### src/core/pcso_pkg.sv
// Purpose: shared constants for the press cycle status and output block
// Assumes: 10 MHz clock, classic Wishbone register access
// Notes: times are kept in their own units, cycle counts are derived
package pcso_pkg;
    // clock and time base
    localparam int CLK_PERIOD_NS = 100;
    localparam int TICK_TIME_NS = 1000000;
    localparam int TICK_CYCLES = TICK_TIME_NS / CLK_PERIOD_NS;
    // start pulse limits in millisecond ticks, START_MAX_S in seconds, and the width counter size
    localparam int START_MIN_SHORT_MS = 100;
    localparam int START_MIN_LONG_MS = 350;
    localparam int START_MAX_S = 30;
    localparam int START_MAX_MS = START_MAX_S * 1000;
    localparam int PULSE_W = 15;
    // register offsets
    localparam logic [4:0] REG_CTRL = 5'h00;
    localparam logic [4:0] REG_LIMIT = 5'h04;
    localparam logic [4:0] REG_STATUS = 5'h08;
    localparam logic [4:0] REG_IRQ_STAT = 5'h0C;
    localparam logic [4:0] REG_IRQ_MASK = 5'h10;
    // control register fields
    localparam int CTRL_ENABLE = 0;
    localparam int CTRL_ERR_EN = 1;
    localparam int CTRL_MODE_LO = 2;
    localparam int CTRL_LONG_PULSE = 4;
    localparam int CTRL_ACK_LO = 8;
    localparam logic [31:0] CTRL_RESET = 32'h0000_0107;
    localparam logic [31:0] CTRL_MASK = 32'h0000_0F1F;
    localparam logic [31:0] LIMIT_RESET = 32'h0000_1388;
    localparam logic [31:0] LIMIT_MASK = 32'h0000_FFFF;
    // restart interlock modes
    localparam logic [1:0] MODE_WITHOUT = 2'h1;
    localparam logic [1:0] MODE_ALWAYS = 2'h2;
    localparam logic [1:0] MODE_AFTER_STOP = 2'h3;
    // interrupt bits
    localparam int IRQ_N = 4;
    localparam int IRQ_TIMEOUT = 0;
    localparam int IRQ_UNAUTH = 1;
    localparam int IRQ_BLOCKED = 2;
    localparam int IRQ_CYC_REQ = 3;
    // controller states, one-hot
    typedef enum logic [2:0] {
        ST_STOP = 3'b001,
        ST_WAIT = 3'b010,
        ST_RUN = 3'b100
    } pcso_state_e;
endpackage

### src/core/pcso_start_check.sv
// Purpose: judges each low-high-low pulse on the start input
// Assumes: tick_i is a one-cycle pulse once per millisecond
// Notes: valid_o pulses one cycle on the falling edge of a good pulse
`timescale 1ns/1ps
`default_nettype none
module pcso_start_check (
    input wire logic clk_i,
    input wire logic rst_i,
    input wire logic tick_i,
    input wire logic start_i,
    input wire logic long_min_i,
    output logic valid_o
);
    logic start_prev;
    logic [pcso_pkg::PULSE_W-1:0] width;
    wire logic [pcso_pkg::PULSE_W-1:0] min_width;
    wire logic at_max;
    wire logic fall;
    wire logic good;

    // pulse limits and edge detect
    assign min_width = long_min_i ? pcso_pkg::PULSE_W'(pcso_pkg::START_MIN_LONG_MS)
                                  : pcso_pkg::PULSE_W'(pcso_pkg::START_MIN_SHORT_MS);
    assign at_max = (width > pcso_pkg::PULSE_W'(pcso_pkg::START_MAX_MS));
    assign fall = start_prev & ~start_i;
    assign good = fall & (width >= min_width) & ~at_max;

    // measure high time, saturating just past the maximum
    always_ff @(posedge clk_i) begin
        if (rst_i) begin
            start_prev <= 1'b0;
            width <= '0;
            valid_o <= 1'b0;
        end else begin
            start_prev <= start_i;
            valid_o <= good;
            if (!start_i) begin
                width <= '0;
            end else if (tick_i && !at_max) begin
                width <= width + 1'b1;
            end
        end
    end
endmodule
`default_nettype wire

### src/core/pcso_top.sv
// Purpose: cycle request, timeout, intervention and start block outputs of a cyclic press block
// Assumes: all inputs synchronous to clk_i; registers over classic Wishbone
// Notes: release_o is combinational so a low static release drops it at once
// What this block does
// - Cycle request output is high while waiting for a protective field intervention.
// - Cycle timeout rises when a start or cycle sequence exceeds the limit.
// - Unauthorized intervention rises on an intervention when none is permitted.
// - Intervention error acknowledged by cycle edge, cycle count or start, per mode.
// - Start blocked output rises when release drops through static release or cycle.
// - While blocked, no restart; block ends at top dead centre without other start.
// - Error flag, when enabled, follows timeout or unauthorized intervention.
// - Release drops immediately whenever static release is low.
// - Start pulse valid between minimum 100 or 350 ms and 30 s.
//
// Our own choices: the address map and the Wishbone slave port.
`timescale 1ns/1ps
`default_nettype none
module pcso_top #(
    parameter int TICK_CYCLES = pcso_pkg::TICK_CYCLES
) (
    input wire logic clk_i,
    input wire logic rst_i,
    // wishbone slave
    input wire logic cyc_i,
    input wire logic stb_i,
    input wire logic we_i,
    input wire logic [4:0] adr_i,
    input wire logic [3:0] sel_i,
    input wire logic [31:0] dat_i,
    output logic [31:0] dat_o,
    output logic ack_o,
    // press side
    input wire logic static_release_i,
    input wire logic protective_cycle_i,
    input wire logic top_dead_centre_i,
    input wire logic start_i,
    input wire logic other_mode_start_i,
    output logic release_o,
    output logic cycle_request_o,
    output logic cycle_timeout_o,
    output logic unauthorized_intervention_o,
    output logic start_blocked_off_top_o,
    output logic error_flag_o,
    output logic irq_o
);
    // ==========================================================
    // registers and bus decode
    // ==========================================================
    logic [31:0] ctrl;
    logic [31:0] limit;
    logic [pcso_pkg::IRQ_N-1:0] irq_stat;
    logic [pcso_pkg::IRQ_N-1:0] irq_mask;
    wire logic bus_req;
    wire logic wr_en;
    wire logic [31:0] lane_mask;
    wire logic [31:0] status_word;
    wire logic [31:0] read_word;
    wire logic [pcso_pkg::IRQ_N-1:0] irq_clear;
    wire logic [pcso_pkg::IRQ_N-1:0] irq_event;

    assign bus_req = cyc_i & stb_i & ~ack_o;
    assign wr_en = bus_req & we_i;
    assign lane_mask = {{8{sel_i[3]}}, {8{sel_i[2]}}, {8{sel_i[1]}}, {8{sel_i[0]}}};
    assign irq_clear = (wr_en && adr_i == pcso_pkg::REG_IRQ_STAT)
                       ? (dat_i[pcso_pkg::IRQ_N-1:0] & lane_mask[pcso_pkg::IRQ_N-1:0]) : '0;

    // configuration fields
    wire logic cfg_enable;
    wire logic cfg_err_en;
    wire logic [1:0] cfg_mode;
    wire logic cfg_long;
    wire logic [3:0] cfg_acks;
    assign cfg_enable = ctrl[pcso_pkg::CTRL_ENABLE];
    assign cfg_err_en = ctrl[pcso_pkg::CTRL_ERR_EN];
    assign cfg_mode = ctrl[pcso_pkg::CTRL_MODE_LO +: 2];
    assign cfg_long = ctrl[pcso_pkg::CTRL_LONG_PULSE];
    assign cfg_acks = ctrl[pcso_pkg::CTRL_ACK_LO +: 4];

    // ==========================================================
    // millisecond tick and start pulse check
    // ==========================================================
    logic [15:0] tick_cnt;
    wire logic tick;
    wire logic start_valid;
    assign tick = (tick_cnt == 16'(TICK_CYCLES - 1));

    // free running divider
    always_ff @(posedge clk_i) begin
        if (rst_i || tick) begin
            tick_cnt <= '0;
        end else begin
            tick_cnt <= tick_cnt + 16'h0001;
        end
    end

    pcso_start_check u_start (
        .clk_i(clk_i),
        .rst_i(rst_i),
        .tick_i(tick),
        .start_i(start_i),
        .long_min_i(cfg_long),
        .valid_o(start_valid)
    );

    // ==========================================================
    // press sequencing
    // ==========================================================
    pcso_pkg::pcso_state_e state;
    pcso_pkg::pcso_state_e next_state;
    logic cyc_prev;
    logic top_prev;
    logic [15:0] seq_timer;
    logic [3:0] seen_cycles;
    logic [3:0] ack_cycles;
    wire logic cyc_fall;
    wire logic cyc_rise;
    wire logic top_rise;
    wire logic fault;
    wire logic start_cplt;
    wire logic need_met;
    wire logic [3:0] need_cycles;
    wire logic timeout_set;
    wire logic unauth_set;
    wire logic unauth_ack;
    wire logic blocked_set;
    wire logic blocked_clr;
    wire logic auto_go;
    wire logic next_fault_t;
    wire logic next_fault_u;

    // cycle input: intervention is the low phase, its end the rising edge
    assign cyc_fall = cyc_prev & ~protective_cycle_i;
    assign cyc_rise = ~cyc_prev & protective_cycle_i;
    assign top_rise = ~top_prev & top_dead_centre_i;
    assign fault = cycle_timeout_o | unauthorized_intervention_o;
    assign start_cplt = start_valid & static_release_i & ~start_blocked_off_top_o;
    assign need_cycles = (cfg_acks == 4'h0) ? 4'h1 : cfg_acks;
    assign need_met = cyc_rise && (seen_cycles + 4'h1 >= need_cycles);

    // error causes
    assign timeout_set = (state == pcso_pkg::ST_WAIT) && (limit[15:0] != 16'h0000)
                         && (seq_timer >= limit[15:0]);
    assign unauth_set = (state == pcso_pkg::ST_RUN) && cyc_fall;
    assign unauth_ack = (cfg_mode == pcso_pkg::MODE_WITHOUT) ? cyc_rise
                      : (cfg_mode == pcso_pkg::MODE_AFTER_STOP)
                        ? (cyc_rise && ack_cycles + 4'h1 >= need_cycles)
                      : start_cplt;
    assign blocked_set = (state == pcso_pkg::ST_RUN) && !top_dead_centre_i
                         && (!static_release_i || cyc_fall);
    assign blocked_clr = top_dead_centre_i && !other_mode_start_i;
    assign auto_go = (cfg_mode == pcso_pkg::MODE_WITHOUT) && protective_cycle_i;

    // next state
    always_comb begin
        next_state = state;
        unique case (state)
            pcso_pkg::ST_STOP: begin
                if (cfg_enable && !fault && static_release_i && !start_blocked_off_top_o
                    && (start_cplt || auto_go)) begin
                    next_state = pcso_pkg::ST_WAIT;
                end
            end
            pcso_pkg::ST_WAIT: begin
                if (!static_release_i || !cfg_enable || timeout_set) begin
                    next_state = pcso_pkg::ST_STOP;
                end else if (need_met) begin
                    next_state = pcso_pkg::ST_RUN;
                end
            end
            pcso_pkg::ST_RUN: begin
                if (!static_release_i || !cfg_enable || cyc_fall) begin
                    next_state = pcso_pkg::ST_STOP;
                end else if (top_rise) begin
                    next_state = pcso_pkg::ST_WAIT;
                end
            end
            default: next_state = pcso_pkg::ST_STOP;
        endcase
    end

    // state, edges and counters
    always_ff @(posedge clk_i) begin
        if (rst_i) begin
            state <= pcso_pkg::ST_STOP;
            cyc_prev <= 1'b1;
            top_prev <= 1'b0;
            seq_timer <= '0;
            seen_cycles <= '0;
        end else begin
            state <= next_state;
            cyc_prev <= protective_cycle_i;
            top_prev <= top_dead_centre_i;
            if (next_state != pcso_pkg::ST_WAIT || state != pcso_pkg::ST_WAIT) begin
                seq_timer <= '0;
                seen_cycles <= '0;
            end else begin
                if (tick && seq_timer != 16'hFFFF) begin
                    seq_timer <= seq_timer + 16'h0001;
                end
                if (cyc_rise) begin
                    seen_cycles <= seen_cycles + 4'h1;
                end
            end
        end
    end

    // sticky error outputs; a new cause wins over the acknowledge
    always_ff @(posedge clk_i) begin
        if (rst_i) begin
            cycle_timeout_o <= 1'b0;
            unauthorized_intervention_o <= 1'b0;
            start_blocked_off_top_o <= 1'b0;
            ack_cycles <= '0;
        end else begin
            if (timeout_set) begin
                cycle_timeout_o <= 1'b1;
            end else if (start_valid && static_release_i) begin
                cycle_timeout_o <= 1'b0;
            end
            if (unauth_set) begin
                unauthorized_intervention_o <= 1'b1;
            end else if (unauth_ack) begin
                unauthorized_intervention_o <= 1'b0;
            end
            if (unauth_set || !unauthorized_intervention_o) begin
                ack_cycles <= '0;
            end else if (cyc_rise) begin
                ack_cycles <= ack_cycles + 4'h1;
            end
            if (blocked_set) begin
                start_blocked_off_top_o <= 1'b1;
            end else if (blocked_clr) begin
                start_blocked_off_top_o <= 1'b0;
            end
        end
    end

    // status outputs
    always_ff @(posedge clk_i) begin
        if (rst_i) begin
            cycle_request_o <= 1'b0;
            error_flag_o <= 1'b0;
        end else begin
            cycle_request_o <= (next_state == pcso_pkg::ST_WAIT);
            error_flag_o <= cfg_err_en && (next_fault_t || next_fault_u);
        end
    end

    assign next_fault_t = timeout_set | (cycle_timeout_o & ~(start_valid & static_release_i));
    assign next_fault_u = unauth_set | (unauthorized_intervention_o & ~unauth_ack);

    // release gated at once by static release and by either error
    assign release_o = static_release_i
                       & ~fault
                       & (state == pcso_pkg::ST_RUN) & ~start_blocked_off_top_o;

    // ==========================================================
    // interrupts
    // ==========================================================
    assign irq_event[pcso_pkg::IRQ_TIMEOUT] = timeout_set & ~cycle_timeout_o;
    assign irq_event[pcso_pkg::IRQ_UNAUTH] = unauth_set & ~unauthorized_intervention_o;
    assign irq_event[pcso_pkg::IRQ_BLOCKED] = blocked_set & ~start_blocked_off_top_o;
    assign irq_event[pcso_pkg::IRQ_CYC_REQ] = (next_state == pcso_pkg::ST_WAIT) & ~cycle_request_o;

    // sticky bits, set wins over write-one-to-clear
    genvar gi;
    generate
        for (gi = 0; gi < pcso_pkg::IRQ_N; gi++) begin : g_irq
            always_ff @(posedge clk_i) begin
                if (rst_i) begin
                    irq_stat[gi] <= 1'b0;
                end else if (irq_event[gi]) begin
                    irq_stat[gi] <= 1'b1;
                end else if (irq_clear[gi]) begin
                    irq_stat[gi] <= 1'b0;
                end
            end
        end
    endgenerate

    assign irq_o = |(irq_stat & irq_mask);

    // ==========================================================
    // register writes and read path
    // ==========================================================
    assign status_word = {23'h000000, state, error_flag_o, start_blocked_off_top_o,
                          unauthorized_intervention_o, cycle_timeout_o, cycle_request_o, release_o};
    assign read_word = (adr_i == pcso_pkg::REG_CTRL) ? ctrl
                     : (adr_i == pcso_pkg::REG_LIMIT) ? limit
                     : (adr_i == pcso_pkg::REG_STATUS) ? status_word
                     : (adr_i == pcso_pkg::REG_IRQ_STAT) ? {28'h0000000, irq_stat}
                     : (adr_i == pcso_pkg::REG_IRQ_MASK) ? {28'h0000000, irq_mask}
                     : 32'h0000_0000;

    // config writes honour byte lanes; ack one cycle after the request
    always_ff @(posedge clk_i) begin
        if (rst_i) begin
            ctrl <= pcso_pkg::CTRL_RESET;
            limit <= pcso_pkg::LIMIT_RESET;
            irq_mask <= '0;
            ack_o <= 1'b0;
            dat_o <= '0;
        end else begin
            ack_o <= bus_req;
            if (bus_req && !we_i) begin
                dat_o <= read_word;
            end
            if (wr_en && adr_i == pcso_pkg::REG_CTRL) begin
                ctrl <= ((ctrl & ~lane_mask) | (dat_i & lane_mask)) & pcso_pkg::CTRL_MASK;
            end
            if (wr_en && adr_i == pcso_pkg::REG_LIMIT) begin
                limit <= ((limit & ~lane_mask) | (dat_i & lane_mask)) & pcso_pkg::LIMIT_MASK;
            end
            if (wr_en && adr_i == pcso_pkg::REG_IRQ_MASK && sel_i[0]) begin
                irq_mask <= dat_i[pcso_pkg::IRQ_N-1:0];
            end
        end
    end
endmodule
`default_nettype wire

### config.mk
export PLATFORM = sky130hd
export DESIGN_NAME = pcso_top
export DESIGN_NICKNAME = d
export VERILOG_FILES = /design/src/core/pcso_pkg.sv /design/src/core/pcso_start_check.sv /design/src/core/pcso_top.sv
export SDC_FILE = /design/constraint.sdc
export NUM_CORES = 1
export LEC_CHECK = 0
export BUFFER_PORTS_ARGS = -buffer_cell sky130_fd_sc_hd__buf_2
export CORE_AREA = 8 8 127 188
export DETAILED_ROUTE_END_ITERATION = 7
export DIE_AREA = 0 0 135 196
export SYNTH_ARGS = -nofsm -noshare
export SYNTH_HDL_FRONTEND = slang
export SYNTH_SLANG_ARGS = --single-unit
### constraint.sdc
create_clock -name clk_i -period 2.3 [get_ports clk_i]
set_clock_uncertainty 0.05 [all_clocks]
set_input_delay 0 -clock clk_i [delete_from_list [all_inputs] [get_ports clk_i]]
set_output_delay 0 -clock clk_i [all_outputs]
set_load 0.05 [all_outputs]
==> run summary <==
status: completed
core footprint: 21300 sq um
Die X: 135 um
first drt pass iteration count: 4
cts bufs inserted: 17
root cell of the clock tree: clkbuf_16
Hold Path Depth: 3
Finished Cell Area: 8510 sq um
share of layout cells above drive strength 1: 25.6%
CP peak stage delay: 0.55 ns
grt ovf: 0
fin util: 39.9%
vias in the first global route: 6036
Post-Synth Simple-Gate Area: 25.2%
gp weighted congestion: 0.874
DIE AREA: 26500 sq um
Crit Path Class: flop to flop
area grow syn2layout: 36.5%
FILL cells: 2123
f_max: 0.444 GHz
Via density: 5.11
mux contribution to synthesized area: 3.05%
Clock transition at path regs: 0.06 ns
I/O Buffers: 56
Final ANT Viol Nets: 0
sequential area share after synthesis: 37.6%
flop-to-flop setup slack: 0.05 ns
Synth Cell Area: 6230 sq um
PwrDens: 630 nW/um^2
antenna violations before repair: 0
Post-Synthesis Cells: 737
Synth Area per Inst: 8.46 sq um
Hold Crit Start: sel_i[1]
element type at the critical path start: flop
DR WL/cell: 15.4 um
Top FF cell, synth: dfxtp_1
Worst Path Required: 2.58 ns
Max Slew Vio Count: 0
Adder-Cell Fraction of Synth Area: 7.02%
crit share post-route: 98.0%
I/O Pins: 91
Peak VDD IR: 0.506 mV
Die H: 196 um
total wire length: 18100 um
number of cells on the worst reg-to-reg path: 6
Worst-Skew Late Latency: 0.41 ns
XOR/XNOR Fraction of Synth Area: 4.35%
synth unique cells: 57
GRT Util Overall: 13.5%
number of DRC markers in iteration 0: 348
Final min period: 2.25 ns
Hold Vio Cnt, Final: 0
slowest CP cell: or4bb_4
crit path max fanout: 8
FF+latch count, synth: 117
Cell Rows: 66
largest net degree at the start of global routing: 37
Hold Crit Class: input pin to flop
WP data arrival: 2.54 ns
remaining routing DRC violations: 0
reg2reg end: u_start.width[7]
Placed Area: 7270 sq um
number of enable flip-flop cells after synthesis: 0
nets: 980
Antenna diodes: 0
CP cell instances: or4bb_4 > nor4_4 > buf_6 > o221ai_4 > or4_1 > a21oi_1
worst slew pin tran: 0.668 ns
combinational family with the most area after synthesis: simple AND/OR/NAND/NOR gates
Crit. End Element: flop
MaxCap Viol Count: 0
compound-cell area share of the yosys netlist: 16.6%
first-pass GRT wire length: 29300 um
synth warn: 0
via count: 6022
asr flop ratio synth: 0%
clk sinks: 117
CTS tree: done
RSZ-0062 raised after global routing: true
Starting Density: 29.3%
H-tree Lvls: 4
Pleak: 3.42 nW
worst r2r src: tick_cnt[6]
Clock Tree Buf Depth: 2
DP HPWL: 13300 um
setup violators final: 0
Worst slew margin: 55.5%
synthesized netlist by cell type, drive strengths merged, types with 16 or more instances:
| master | count | area share (%) |
|---|---|---|
| a21oi | 43 | 3.5 |
| buf | 18 | 2.2 |
| clkbuf | 30 | 1.8 |
| dfxtp | 117 | 38 |
| ha | 35 | 7.0 |
| inv | 37 | 2.2 |
| mux2i | 19 | 3.1 |
| nand2 | 64 | 3.9 |
| nand3 | 36 | 2.9 |
| nand4 | 16 | 1.6 |
| nor2 | 57 | 3.4 |
| nor3 | 26 | 2.1 |
| o21ai | 24 | 2.0 |
| xor2 | 23 | 3.2 |
cell families after synthesis:
logic type	Yosys count
AND/OR/NAND/NOR	296
AO/OA/AOI/OAI	153
adder cells (fa/ha/maj)	35
XOR/XNOR	31
buffers and inverters	85
other	1
flip-flops	117
multiplexers	19
cell type report:
class	instances	area, sq um	area share, %
clock buffer	18	439	5.16
clock inverter	14	223	2.62
inverter	37	139	1.63
multi-input combinational	551	3760	44.2
sequential	117	2350	27.6
tap	272	340	4.00
timing repair buffer	170	1260	14.8
cells in the final DEF (no fill, tap or decap), drive strengths merged, types with 12 or more instances in the layout:
cell type and instances:
a211oi 13, a21oi 43, buf 142, clkbuf 20, conb 16, dfxtp 117
dlygate4sd3 26, ha 35, inv 41, mux2i 19, nand2 64, nand3 36
nand4 16, nor2 57, nor3 26, o21ai 24, or3 13, or4 12
xor2 23
per-stage QoR:
stage	setup TNS, ns	power, mW	setup WS, ns	instances	hold WS [ns]
5_1_grt	-0.381	5.52	-0.0443	1179	0.0802
3_3_place_gp	-0.944	2.38	-0.107	1111	0.180
4_1_cts	0	5.40	0.00737	1172	0.0542
6_report	0	5.36	0.0456	1179	0.0672
3_5_place_dp	-1.38	2.38	-0.142	1111	0.193
2_1_floorplan	0	2.30	0.0298	752	0.0566
metal layers:
layer | GRT usage (%) | part of all wire, % | routed length, um
met1 | 14.4 | 40 | 7230
met2 | 25.1 | 53 | 9530
met3 | 2.30 | 4.6 | 838
met4 | 6.40 | 3.0 | 536
met5 | 0 | 0 | 0
power breakdown:
| part | internal (mW) | switching (mW) |
|---|---|---|
| Clock | 1.97 | 1.02 |
| Sequential | 2.05 | 0.0157 |
| Combinational | 0.109 | 0.204 |
what timing repair did:
action | 4_1_cts | 5_1_grt
pin swaps | 6 | 37
hold endpoints to repair | 40 | 0
cloned | 1 | 3
setup endpoints to repair | 24 | 34
buffers inserted | 2 | 4
hold buffers | 26 | 0
gates resized for setup | 8 | 40
worst max-delay path: cells and delay by family (launching register included):
kind	cells	cell delay [ns]
AND/OR/NAND/NOR	3	1.36
flip-flops	1	0.32
buffers and inverters	1	0.16
AO/OA/AOI/OAI	2	0.27
how the worst max path moves through the flow:
stage,from,to,slack (ns),cells after the start
detailed placement,u_start.width[1],u_start.width[3],-0.14,9
floorplan,tick_cnt[7],u_start.width[12],0.03,7
global placement,u_start.width[0],u_start.width[4],-0.11,9
CTS,flop,seq_timer[1],0.007,10
finish,tick_cnt[6],u_start.width[7],0.05,6
global route,tick_cnt[5],u_start.width[4],-0.04,7
Note: power is estimated with default switching activity, not from simulation.
